--- src/mspm_pkg.sv ---
// Shared constants and types for the meter serial-mode and pulse block
package mspm_pkg;

  // ****************************************
  // Clock and timing
  // ****************************************
  localparam int unsigned MCLK_HZ          = 25_000_000;
  localparam int unsigned SAMPLE_DIV_LOG2  = 8;        // New result every 256 clocks
  localparam int unsigned ENTRY_WINDOW_US  = 10_000;   // Mode entry window after reset
  localparam int unsigned ENTRY_WINDOW_CYC = ENTRY_WINDOW_US * (MCLK_HZ / 1_000_000);
  localparam int unsigned PULSE_WIDTH_NS   = 800;      // Pulse output high time
  localparam int unsigned PULSE_CYC        = (PULSE_WIDTH_NS * (MCLK_HZ / 1_000_000) + 999) / 1000;
  localparam int unsigned DR_CYC           = 4;        // Ready marker low time

  // ****************************************
  // Data widths and coding
  // ****************************************
  localparam int unsigned ADC_W  = 16;
  localparam int unsigned MULT_W = 20;
  localparam int unsigned WORD_W = 32;
  localparam logic signed [ADC_W-1:0]  ADC_MAX  = 16'h7fff;
  localparam logic signed [ADC_W-1:0]  ADC_MIN  = 16'h8000;
  localparam logic signed [MULT_W-1:0] MULT_MAX = 20'h7ffff;
  localparam logic signed [MULT_W-1:0] MULT_MIN = 20'h80000;
  localparam int unsigned HPF_SHIFT  = 10;
  localparam int unsigned LPF_SHIFT  = 6;
  localparam int unsigned PROD_SHIFT = 11;

  // ****************************************
  // Pulse constants and no-load level
  // ****************************************
  localparam int unsigned FULL_SCALE_LOG2 = 19;
  localparam logic [4:0]  FC_LOG2_BASE    = 5'h15;  // 21, minus the two low select bits
  localparam logic [4:0]  HFC_LOG2_SLOW   = 5'h0f;  // 15
  localparam logic [4:0]  HFC_LOG2_FAST   = 5'h07;  // 7
  localparam logic [4:0]  HFC_LOG2_HI     = 5'h10;  // 16
  localparam logic [2:0]  FSEL_NO_CREEP   = 3'h3;   // Select code without suppression
  localparam int unsigned NOLOAD_PPM      = 15;     // 0.0015 percent
  localparam int unsigned NOLOAD_MIN      = ((1 << FULL_SCALE_LOG2) * NOLOAD_PPM + 999_999) / 1_000_000;

  // ****************************************
  // Entry commands
  // ****************************************
  localparam logic [7:0] CMD_MULT_0  = 8'ha1;
  localparam logic [7:0] CMD_MULT_1  = 8'ha9;
  localparam logic [7:0] CMD_DUAL_PRE  = 8'ha4;
  localparam logic [7:0] CMD_DUAL_POST = 8'hac;
  localparam logic [7:0] CMD_FILT_0  = 8'haa;
  localparam logic [7:0] CMD_FILT_1  = 8'hae;
  localparam logic [7:0] CMD_FILT_2  = 8'ha2;
  localparam logic [7:0] CMD_FILT_3  = 8'ha6;
  localparam int unsigned CMD_HI_BIT  = 3;
  localparam int unsigned CMD_MID_BIT = 2;

  typedef enum logic [2:0] {
    MSPM_MODE_NONE,
    MSPM_MODE_MULT,
    MSPM_MODE_DUAL_PRE,
    MSPM_MODE_DUAL_POST,
    MSPM_MODE_FILTER
  } mspm_mode_t;

  // ****************************************
  // Register map
  // ****************************************
  localparam logic [7:0]  OFFS_CONFIG    = 8'h00;
  localparam logic [7:0]  OFFS_STATUS    = 8'h04;
  localparam logic [7:0]  OFFS_MULT_WORD = 8'h08;
  localparam logic [1:0]  CONFIG_RST     = 2'h0;
  localparam int unsigned CFG_GAIN_LSB   = 0;
  localparam int unsigned ST_MODE_LSB    = 0;
  localparam int unsigned ST_FSEL_LSB    = 4;
  localparam int unsigned ST_NEG_BIT     = 8;
  localparam logic [1:0]  RESP_OKAY      = 2'h0;
  localparam logic [1:0]  RESP_DECERR    = 2'h3;

endpackage : mspm_pkg

--- src/mspm_dtf.sv ---
// Energy accumulator that turns filtered power into output pulses
module mspm_dtf (
  input  wire logic               i_ref_clk,
  input  wire logic               i_rst,
  input  wire logic signed [19:0] i_power,
  input  wire logic [4:0]         i_log2_div,
  input  wire logic               i_noload_off,
  output logic                    o_pulse
);

  logic [20:0] mag;
  logic [41:0] thr;
  logic [41:0] acc_r;
  logic [41:0] acc_sum;
  logic        active;
  logic        fire;
  logic [7:0]  pw_r;

  // ****************************************
  // Accumulate and compare
  // ****************************************
  // Full-scale power advances one threshold per 2^div clocks
  always_comb begin
    mag     = i_power[19] ? 21'(-22'(i_power)) : 21'(i_power);
    thr     = 42'h1 << (mspm_pkg::FULL_SCALE_LOG2 + 32'(i_log2_div));
    active  = i_noload_off | (mag >= 21'(mspm_pkg::NOLOAD_MIN));
    acc_sum = acc_r + 42'(mag);
    fire    = active & (acc_sum >= thr);
  end

  // Below no-load the sum is frozen unless i_noload_off is set, so creep then never reaches a pulse
  always_ff @(posedge i_ref_clk) begin
    if (i_rst) begin
      acc_r <= '0;
    end else if (fire) begin
      acc_r <= acc_sum - thr;
    end else if (active) begin
      acc_r <= acc_sum;
    end
  end

  // ****************************************
  // Pulse stretch
  // ****************************************
  always_ff @(posedge i_ref_clk) begin
    if (i_rst) begin
      pw_r    <= '0;
      o_pulse <= 1'b0;
    end else begin
      if (fire) begin
        pw_r <= 8'(mspm_pkg::PULSE_CYC);
      end else if (pw_r != 8'h0) begin
        pw_r <= pw_r - 8'h1;
      end
      o_pulse <= fire | (pw_r > 8'h1);
    end
  end

endmodule : mspm_dtf

--- src/mspm_top.sv ---
// Serial mode entry, multiplier readout and energy pulse outputs of the meter
module mspm_top #(
  parameter int unsigned ENTRY_WINDOW_CYC = mspm_pkg::ENTRY_WINDOW_CYC
) (
  input  wire logic        i_ref_clk,
  input  wire logic        i_sys_rst,
  input  wire logic        i_external_clear_n,
  input  wire logic        i_highpass_enable_pin,
  input  wire logic [15:0] i_ch0_data,
  input  wire logic [15:0] i_ch1_data,
  input  wire logic        i_rate_select_hi,
  input  wire logic        i_rate_select_mid,
  input  wire logic        i_rate_select_lo,
  output logic             o_negative_power_flag,
  output logic             o_energy_pulse_a,
  output logic             o_energy_pulse_b,
  output logic             o_calibration_pulse_out,
  input  wire logic [7:0]  i_s_axi_awaddr,
  input  wire logic        i_s_axi_awvalid,
  output logic             o_s_axi_awready,
  input  wire logic [31:0] i_s_axi_wdata,
  input  wire logic [3:0]  i_s_axi_wstrb,
  input  wire logic        i_s_axi_wvalid,
  output logic             o_s_axi_wready,
  output logic [1:0]       o_s_axi_bresp,
  output logic             o_s_axi_bvalid,
  input  wire logic        i_s_axi_bready,
  input  wire logic [7:0]  i_s_axi_araddr,
  input  wire logic        i_s_axi_arvalid,
  output logic             o_s_axi_arready,
  output logic [31:0]      o_s_axi_rdata,
  output logic [1:0]       o_s_axi_rresp,
  output logic             o_s_axi_rvalid,
  input  wire logic        i_s_axi_rready
);

  // ****************************************
  // Declarations
  // ****************************************
  logic                        rst;
  logic [7:0]                  div_r;
  logic                        tick;
  logic                        tick_q_r;
  logic signed [15:0]          adc [2];
  logic signed [15:0]          adc_r [2];
  logic signed [25:0]          dc_r [2];
  logic signed [15:0]          hp_r [2];
  logic signed [35:0]          prod;
  logic signed [19:0]          mult_r;
  logic signed [19:0]          fin_r;
  logic signed [19:0]          lpf_in;
  logic signed [25:0]          lpf_r;
  logic signed [19:0]          power;
  logic                        neg;
  logic [1:0]                  gain_r;
  mspm_pkg::mspm_mode_t        mode_r;
  logic [7:0]                  cmd_r;
  logic [2:0]                  fsel;
  logic [4:0]                  lo_div;
  logic [4:0]                  hi_div;
  logic                        noload_off;
  logic                        low_pulse;
  logic                        sck_prev_r;
  logic                        cs_prev_r;
  logic                        sck_rise;
  logic                        sck_fall;
  logic                        cs_n;
  logic [31:0]                 win_r;
  logic [7:0]                  ent_sh_r;
  logic [3:0]                  ent_cnt_r;
  logic [7:0]                  ent_code;
  logic [31:0]                 word_r;
  logic [31:0]                 tx_r;
  logic [19:0]                 rx_r;
  logic [4:0]                  rx_cnt_r;
  logic [2:0]                  dr_cnt_r;
  logic                        aw_take;
  logic                        ar_take;

  // Clear pin and system reset both restart the block and the entry window
  assign rst = i_sys_rst | ~i_external_clear_n;

  function automatic logic signed [15:0] sat16(input logic signed [16:0] v);
    if (v > 17'(mspm_pkg::ADC_MAX)) begin
      return mspm_pkg::ADC_MAX;
    end else if (v < 17'(mspm_pkg::ADC_MIN)) begin
      return mspm_pkg::ADC_MIN;
    end
    return v[15:0];
  endfunction : sat16

  function automatic logic signed [19:0] sat20(input logic signed [35:0] v);
    if (v > 36'(mspm_pkg::MULT_MAX)) begin
      return mspm_pkg::MULT_MAX;
    end else if (v < 36'(mspm_pkg::MULT_MIN)) begin
      return mspm_pkg::MULT_MIN;
    end
    return v[19:0];
  endfunction : sat20

  // ****************************************
  // Sample timebase
  // ****************************************
  always_ff @(posedge i_ref_clk) begin
    if (rst) begin
      div_r    <= '0;
      tick_q_r <= 1'b0;
    end else begin
      div_r    <= div_r + 8'h1;
      tick_q_r <= tick;
    end
  end
  assign tick = (div_r == 8'((1 << mspm_pkg::SAMPLE_DIV_LOG2) - 1));

  // ****************************************
  // Channel high-pass filters
  // ****************************************
  assign adc[0] = i_ch0_data;
  assign adc[1] = i_ch1_data;

  // Leaky DC estimate; pin low passes raw samples through
  for (genvar g = 0; g < 2; g++) begin : g_chan
    always_ff @(posedge i_ref_clk) begin
      if (rst) begin
        dc_r[g]  <= '0;
        adc_r[g] <= '0;
        hp_r[g]  <= '0;
      end else if (tick) begin
        dc_r[g]  <= dc_r[g] + 26'(adc[g]) - (dc_r[g] >>> mspm_pkg::HPF_SHIFT);
        adc_r[g] <= adc[g];
        hp_r[g]  <= i_highpass_enable_pin
                    ? sat16(17'(adc[g]) - 17'(16'(dc_r[g] >>> mspm_pkg::HPF_SHIFT)))
                    : adc[g];
      end
    end
  end

  // ****************************************
  // Multiplier and power low-pass
  // ****************************************
  assign prod = (36'(hp_r[0]) * 36'(hp_r[1])) <<< gain_r;

  // Filter input mode replaces the product feeding the low-pass
  assign lpf_in = (mode_r == mspm_pkg::MSPM_MODE_FILTER) ? fin_r : mult_r;
  assign power  = 20'(lpf_r >>> mspm_pkg::LPF_SHIFT);
  assign neg    = power[19];

  // Energy path runs in every mode
  always_ff @(posedge i_ref_clk) begin
    if (rst) begin
      mult_r <= '0;
      lpf_r  <= '0;
    end else if (tick) begin
      mult_r <= sat20(prod >>> mspm_pkg::PROD_SHIFT);
      lpf_r  <= lpf_r + 26'(lpf_in) - (lpf_r >>> mspm_pkg::LPF_SHIFT);
    end
  end

  // ****************************************
  // Frequency select and pulse outputs
  // ****************************************
  // Serial modes take select bits from command and live pins; multiplier and dual modes tie the low bit high
  always_comb begin
    case (mode_r)
      mspm_pkg::MSPM_MODE_NONE: begin
        fsel = {i_rate_select_hi, i_rate_select_mid, i_rate_select_lo};
      end
      mspm_pkg::MSPM_MODE_FILTER: begin
        fsel = {cmd_r[mspm_pkg::CMD_HI_BIT], cmd_r[mspm_pkg::CMD_MID_BIT], i_rate_select_lo};
      end
      default: begin
        fsel = {cmd_r[mspm_pkg::CMD_HI_BIT], i_rate_select_mid, 1'b1};
      end
    endcase
  end

  always_comb begin
    lo_div = mspm_pkg::FC_LOG2_BASE - {3'h0, fsel[1:0]};
    if (fsel[2]) begin
      hi_div = mspm_pkg::HFC_LOG2_HI;
    end else if (fsel[1:0] == 2'h3) begin
      hi_div = mspm_pkg::HFC_LOG2_FAST;
    end else begin
      hi_div = mspm_pkg::HFC_LOG2_SLOW;
    end
    noload_off = (fsel == mspm_pkg::FSEL_NO_CREEP);
  end

  // Both low-rate outputs share one accumulator; threshold scales with constant
  mspm_dtf u_low_rate (
    .i_ref_clk    (i_ref_clk),
    .i_rst        (rst),
    .i_power      (power),
    .i_log2_div   (lo_div),
    .i_noload_off (noload_off),
    .o_pulse      (low_pulse)
  );

  mspm_dtf u_high_rate (
    .i_ref_clk    (i_ref_clk),
    .i_rst        (rst),
    .i_power      (power),
    .i_log2_div   (hi_div),
    .i_noload_off (noload_off),
    .o_pulse      (o_calibration_pulse_out)
  );

  assign o_energy_pulse_a = low_pulse;
  assign o_energy_pulse_b = low_pulse;

  // ****************************************
  // Serial pin edges and entry window
  // ****************************************
  // Pins are synchronous, so the clock must run well above the serial clock
  assign cs_n     = i_rate_select_lo;
  assign sck_rise = i_rate_select_hi & ~sck_prev_r;
  assign sck_fall = ~i_rate_select_hi & sck_prev_r;
  assign ent_code = {ent_sh_r[6:0], i_rate_select_mid};

  always_ff @(posedge i_ref_clk) begin
    if (rst) begin
      sck_prev_r <= 1'b0;
      cs_prev_r  <= 1'b1;
      win_r      <= 32'(ENTRY_WINDOW_CYC);
    end else begin
      sck_prev_r <= i_rate_select_hi;
      cs_prev_r  <= cs_n;
      if (win_r != 32'h0) begin
        win_r <= win_r - 32'h1;
      end
    end
  end

  // ****************************************
  // Mode entry decoder
  // ****************************************
  // Unknown codes are dropped; once set only reset clears the mode
  always_ff @(posedge i_ref_clk) begin
    if (rst) begin
      mode_r    <= mspm_pkg::MSPM_MODE_NONE;
      cmd_r     <= '0;
      ent_sh_r  <= '0;
      ent_cnt_r <= '0;
    end else if (mode_r == mspm_pkg::MSPM_MODE_NONE) begin
      if (cs_n || win_r == 32'h0) begin
        ent_cnt_r <= '0;
      end else if (sck_rise) begin
        ent_sh_r  <= ent_code;
        ent_cnt_r <= (ent_cnt_r == 4'h7) ? 4'h0 : ent_cnt_r + 4'h1;
        if (ent_cnt_r == 4'h7) begin
          cmd_r <= ent_code;
          case (ent_code)
            mspm_pkg::CMD_MULT_0, mspm_pkg::CMD_MULT_1: begin
              mode_r <= mspm_pkg::MSPM_MODE_MULT;
            end
            mspm_pkg::CMD_DUAL_PRE: begin
              mode_r <= mspm_pkg::MSPM_MODE_DUAL_PRE;
            end
            mspm_pkg::CMD_DUAL_POST: begin
              mode_r <= mspm_pkg::MSPM_MODE_DUAL_POST;
            end
            mspm_pkg::CMD_FILT_0, mspm_pkg::CMD_FILT_1,
            mspm_pkg::CMD_FILT_2, mspm_pkg::CMD_FILT_3: begin
              mode_r <= mspm_pkg::MSPM_MODE_FILTER;
            end
            default: begin
              mode_r <= mspm_pkg::MSPM_MODE_NONE;
            end
          endcase
        end
      end
    end
  end

  // ****************************************
  // Result word, ready marker and shift-out
  // ****************************************
  // Each new result overwrites the held word whether read or not
  always_ff @(posedge i_ref_clk) begin
    if (rst) begin
      word_r   <= '0;
      dr_cnt_r <= '0;
    end else if (tick_q_r) begin
      dr_cnt_r <= 3'(mspm_pkg::DR_CYC);
      case (mode_r)
        mspm_pkg::MSPM_MODE_DUAL_PRE: begin
          word_r <= {adc_r[1], adc_r[0]};
        end
        mspm_pkg::MSPM_MODE_DUAL_POST: begin
          word_r <= i_highpass_enable_pin ? {hp_r[1], hp_r[0]} : 32'h0;
        end
        default: begin
          word_r <= {mult_r, 12'h0};
        end
      endcase
    end else if (dr_cnt_r != 3'h0) begin
      dr_cnt_r <= dr_cnt_r - 3'h1;
    end
  end

  // Word is captured at select fall, then shifted on falling serial clock
  always_ff @(posedge i_ref_clk) begin
    if (rst) begin
      tx_r <= '0;
    end else if (cs_prev_r && !cs_n) begin
      tx_r <= word_r;
    end else if (!cs_n && sck_fall) begin
      tx_r <= {tx_r[30:0], 1'b0};
    end
  end

  // Filter input: 20 bits MSB first, sampled on rising serial clock
  always_ff @(posedge i_ref_clk) begin
    if (rst) begin
      rx_r     <= '0;
      rx_cnt_r <= '0;
      fin_r    <= '0;
    end else if (mode_r != mspm_pkg::MSPM_MODE_FILTER || cs_n) begin
      rx_cnt_r <= '0;
    end else if (sck_rise) begin
      rx_r     <= {rx_r[18:0], i_rate_select_mid};
      rx_cnt_r <= (rx_cnt_r == 5'(mspm_pkg::MULT_W - 1)) ? 5'h0 : rx_cnt_r + 5'h1;
      if (rx_cnt_r == 5'(mspm_pkg::MULT_W - 1)) begin
        fin_r <= {rx_r[18:0], i_rate_select_mid};
      end
    end
  end

  // Shared pin: power flag before entry; afterwards serial data out while selected outside filter mode, else ready marker
  always_ff @(posedge i_ref_clk) begin
    if (rst) begin
      o_negative_power_flag <= 1'b0;
    end else if (mode_r == mspm_pkg::MSPM_MODE_NONE) begin
      o_negative_power_flag <= neg;
    end else if (!cs_n && mode_r != mspm_pkg::MSPM_MODE_FILTER) begin
      o_negative_power_flag <= tx_r[31];
    end else begin
      o_negative_power_flag <= (dr_cnt_r == 3'h0);
    end
  end

  // ****************************************
  // AXI4-Lite slave
  // ****************************************
  // Address and data are taken together, one write in flight
  assign aw_take         = i_s_axi_awvalid & i_s_axi_wvalid & ~o_s_axi_bvalid;
  assign o_s_axi_awready = aw_take;
  assign o_s_axi_wready  = aw_take;
  assign o_s_axi_arready = ~o_s_axi_rvalid;
  assign ar_take         = i_s_axi_arvalid & ~o_s_axi_rvalid;

  always_ff @(posedge i_ref_clk) begin
    if (rst) begin
      gain_r         <= mspm_pkg::CONFIG_RST;
      o_s_axi_bvalid <= 1'b0;
      o_s_axi_bresp  <= mspm_pkg::RESP_OKAY;
    end else if (aw_take) begin
      o_s_axi_bvalid <= 1'b1;
      if (i_s_axi_awaddr == mspm_pkg::OFFS_CONFIG) begin
        o_s_axi_bresp <= mspm_pkg::RESP_OKAY;
        if (i_s_axi_wstrb[0]) begin
          gain_r <= i_s_axi_wdata[mspm_pkg::CFG_GAIN_LSB +: 2];
        end
      end else begin
        o_s_axi_bresp <= mspm_pkg::RESP_DECERR;
      end
    end else if (i_s_axi_bready) begin
      o_s_axi_bvalid <= 1'b0;
    end
  end

  // Status shows mode, live select code and sign of power
  always_ff @(posedge i_ref_clk) begin
    if (rst) begin
      o_s_axi_rvalid <= 1'b0;
      o_s_axi_rdata  <= '0;
      o_s_axi_rresp  <= mspm_pkg::RESP_OKAY;
    end else if (ar_take) begin
      o_s_axi_rvalid <= 1'b1;
      o_s_axi_rresp  <= mspm_pkg::RESP_OKAY;
      o_s_axi_rdata  <= '0;
      case (i_s_axi_araddr)
        mspm_pkg::OFFS_CONFIG: begin
          o_s_axi_rdata[mspm_pkg::CFG_GAIN_LSB +: 2] <= gain_r;
        end
        mspm_pkg::OFFS_STATUS: begin
          o_s_axi_rdata[mspm_pkg::ST_MODE_LSB +: 3] <= mode_r;
          o_s_axi_rdata[mspm_pkg::ST_FSEL_LSB +: 3] <= fsel;
          o_s_axi_rdata[mspm_pkg::ST_NEG_BIT]       <= neg;
        end
        mspm_pkg::OFFS_MULT_WORD: begin
          o_s_axi_rdata <= 32'(mult_r);
        end
        default: begin
          o_s_axi_rresp <= mspm_pkg::RESP_DECERR;
        end
      endcase
    end else if (i_s_axi_rready) begin
      o_s_axi_rvalid <= 1'b0;
    end
  end

endmodule : mspm_top

--- config.mk ---
export PLATFORM = sky130hd
export DESIGN_NAME = mspm_top
export DESIGN_NICKNAME = d
export VERILOG_FILES = /design/src/mspm_pkg.sv /design/src/mspm_dtf.sv /design/src/mspm_top.sv
export SDC_FILE = /design/constraint.sdc
export NUM_CORES = 2
export LEC_CHECK = 0
export BUFFER_PORTS_ARGS = -buffer_cell sky130_fd_sc_hd__clkbuf_2
export CAP_MARGIN = 10
export CORE_UTILIZATION = 64
export CTS_BUF_LIST = sky130_fd_sc_hd__clkbuf_16
export DETAILED_ROUTE_END_ITERATION = 7
export PLACE_DENSITY_LB_ADDON = 0.08
export SETUP_SLACK_MARGIN = 0.5
export SLEW_MARGIN = 40
export SYNTH_ARGS = -nofsm -noshare
export SYNTH_HDL_FRONTEND = slang
export SYNTH_SLANG_ARGS = --single-unit
--- constraint.sdc ---
create_clock -name i_ref_clk -period 15.25 [get_ports i_ref_clk]
set_input_delay 4.575 -clock i_ref_clk [delete_from_list [all_inputs] [get_ports i_ref_clk]]
set_output_delay 4.575 -clock i_ref_clk [all_outputs]
set_load 0.01 [all_outputs]
==> impl_metrics.tcl <==
set metrics [dict create \
    status "finished clean" \
    cts_setup_buffers 0 \
    die_area_um2 64900 \
    detail-route-antenna-nets 0 \
    dp_hpwl_mm 72.9 \
    slew_viol_final 0 \
    avgSynthCellArea_um2 8.48 \
    cp_max_fo 5 \
    power_frac_comb 0.279 \
    crit_end "o_s_axi_awready" \
    io_pins 141 \
    drc 0 \
    antenna_found_initial 2 \
    synth_area_um2 40900 \
    num-nets-final 5497 \
    drt-total-wl_mm 96.6 \
    power_frac_clock 0.350 \
    rsz0062_at_grt "false" \
    antenna_cells 0 \
    grt_pass1_vias 31200 \
    cts.htree.levels 2 \
    grt.total_usage 0.303 \
    reg2reg_depth 25 \
    critPathBufInv 2 \
    holdCritPathClass "reg -> reg" \
    rows 92 \
    gp_congestion 0.916 \
    postLayoutCoreUtil 0.692 \
    power.total_mw 3.60 \
    critPathMostFrequentCell "clkbuf_2" \
    yosysMostFrequentCell "inv_1" \
    cts.path.max_buffers 3 \
    synthArstFlopShare 0 \
    synthTopCellsByArea "dfxtp_1 17%, fa_1 17%, edfxtp_1 8.5%" \
    wl_per_cell_um 17.0 \
    startpoint_type "input pin" \
    yosys.area.top_type "dfxtp_1" \
    cts_resized 0 \
    cts-root-buf "clkbuf_16" \
    routed_via_density 5.76 \
    rr_endpoint "mult_r[5]" \
    power.switching_mw 1.16 \
    critPathRequiredTime_ps 10680 \
    numCtsBuffers 50 \
    synth_top_area_share 0.169 \
    totalNegativeSetupSlack_ps 0 \
    netlist-cell-type-count 100 \
    swShare 0.322 \
    cp_slowest_cell "nor2_1" \
    clock_latency_ps 610 \
    crit_start "i_s_axi_awvalid" \
    peakVddDrop_v 0.0000912 \
    cp.depth 4 \
    port_buffers 107 \
    r2r_slack_ps 6900 \
    slew_headroom 0.401 \
    setup_viol 0 \
    worstMarginPinSlew_ps 895 \
    synth_ff_type "dfxtp_1" \
    die_width_um 255 \
    hold_violations 0 \
    fin_skew_ps 48.8 \
    critical-path-max-stage-delay_ps 230 \
    core_region_area_um2 63100 \
    syn_to_final_growth_pct 6.76 \
    cts_tree "built" \
    yosys-top-cells-count "635 x inv_1, 492 x nand2_1, 427 x nor2_1" \
    fmax_mhz 103 \
    r2r_start "hp_r[0][9]" \
    drive_gt1_frac 0.0674 \
    power.density_nw_per_um2 82.6 \
    path_delay_family "buffers and inverters" \
    ys_seq_area_frac 0.254 \
    end_kind "output pin" \
    vias 32700 \
    seq_power_share 0.371 \
    grt-ovfl-total 0 \
    synth_edf_count 116 \
    intPower_mw 2.44 \
    cts.sinks 461 \
    synthCells 4820 \
    worstSetupPathType "in -> out" \
    first_iter_violations 2431 \
    cp.arrival_ps 5120 \
    ys_ff_latch 461 \
    hold_slack_ps 453 \
    initial_core_util 0.648 \
    min_period_over_period 0.636 \
    leakage_nw 19.2 \
    period_minus_slack_ps 9700 \
    crit_chain "clkbuf_2, nand2_1, nor2_1, clkbuf_2" \
    clkTransAtPathRegs_ps 60 \
    ctsHoldBuffers 0 \
    grt_max_degree 173 \
    grt_pass1_wl_mm 158 \
    drv_cap 0 \
    dr.pass1.iters 6 \
    synth_warnings 0 \
    dieHeight_um 255 \
]
-- kinds of logic (layout without fill, tap and decap cells) --
logic type,after synthesis,in the layout,share of synthesized area
and+or+nand+nor,1549,1549,0.181
AOI/OAI and AO/OA,953,953,0.146
buffers and inverters,861,869,0.0818
adders and majority gates,632,632,0.254
DFF,461,461,0.254
xor gates and xnor gates,248,248,0.0533
muxes,114,114,0.0287
other,2,14,0.000184
-- flip-flops by register name, summed over array words and instances, names as in the netlist, 3 cells and up --
signal / flops
tx_r: 32
u_low_rate.acc_r: 42
div_r: 8
rx_r: 19
mode_r: 3
rx_cnt_r: 5
adc_r: 32
u_high_rate.pw_r: 8
win_r: 32
dc_r: 52
ent_cnt_r: 4
word_r: 32
lpf_r: 26
u_high_rate.acc_r: 42
ent_sh_r: 7
dr_cnt_r: 3
mult_r: 20
hp_r: 32
u_low_rate.pw_r: 8
o_s_axi_rdata: 20
fin_r: 20
-- routing by layer --
| layer | GRT usage | share of wire | wire length (µm) |
|---|---|---|---|
| met5 | 0 | 0.00024 | 23 |
| met4 | 0.0766 | 0.022 | 2090 |
| met3 | 0.0723 | 0.085 | 8250 |
| met2 | 0.469 | 0.44 | 42300 |
| met1 | 0.426 | 0.45 | 43900 |
-- through the flow --
| step | std cells | worst slack, ps | cell area (µm²) |
|---|---|---|---|
| 5_1_grt | 5686 | 5500 | 43600 |
| 6_report | 5686 | 5550 | 43600 |
| 3_3_place_gp | 5591 | 5560 | 41800 |
| 3_5_place_dp | 5593 | 5560 | 41900 |
| 4_1_cts | 5686 | 5550 | 43600 |
| 2_1_floorplan | 4832 | 5620 | 40900 |
-- tightest hold or removal path, delay by kind of cell, from the launching register on --
family / cells / cell delay, ps
and+or+nand+nor: 1 / 50
DFF: 1 / 310
AOI/OAI and AO/OA: 1 / 50
-- power by group through the flow --
stage / Clock [mW] / Combinational [mW] / Sequential, mW
after floorplan: 0 / 0.807 / 1.34
after global placement: 0 / 0.973 / 1.36
after detailed placement: 0 / 0.994 / 1.36
after CTS: 1.29 / 1.00 / 1.34
after global routing: 1.33 / 1.15 / 1.34
final: 1.26 / 1.01 / 1.34
-- cell usage in the layout, fill, tap and decap left out, types with 11 or more instances in the layout --
cell / n
a211o_1: 11
a211oi_1: 65
a21boi_0: 12
a21o_1: 58
a21oi_1: 325
a22oi_1: 55
a31oi_1: 27
and2_1: 145
and3_1: 35
buf_4: 29
clkbuf_16: 50
clkbuf_2: 107
conb_1: 14
dfxtp_1: 345
edfxtp_1: 116
fa_1: 340
ha_1: 262
inv_1: 644
maj3_1: 30
mux2_2: 26
mux2i_1: 87
nand2_1: 490
nand2b_1: 43
nand3_1: 77
nand4_1: 24
nor2_1: 425
nor2b_1: 47
nor3_1: 91
nor4_1: 18
o211ai_1: 21
o21a_1: 29
o21ai_0: 209
o21bai_1: 26
o31ai_1: 12
or2_2: 17
or3_1: 48
or4_1: 11
xnor2_1: 167
xor2_1: 80
-- how the worst min path moves through the flow --
stage | depth (start not counted) | to | from | slack, ps
2_1_floorplan | 1 | div_r[0] | div_r[0] | 430
3_3_place_gp | 2 | fin_r[2] | fin_r[2] | 440
3_5_place_dp | 2 | fin_r[15] | fin_r[15] | 450
4_1_cts | 2 | fin_r[15] | fin_r[15] | 450
5_1_grt | 2 | fin_r[15] | fin_r[15] | 470
6_report | 2 | fin_r[3] | fin_r[3] | 450
-- layout make-up --
cell class	instances	area, µm²
Timing Repair Buffer	140	840
Fill cell	5227	19400
Inverter	636	2390
Sequential cell	461	10400
Clock inverter	43	462
Tap cell	846	1060
Multi-Input combinational cell	3510	27200
Clock buffer	50	1250
Note: power is estimated with default switching activity, not from simulation.
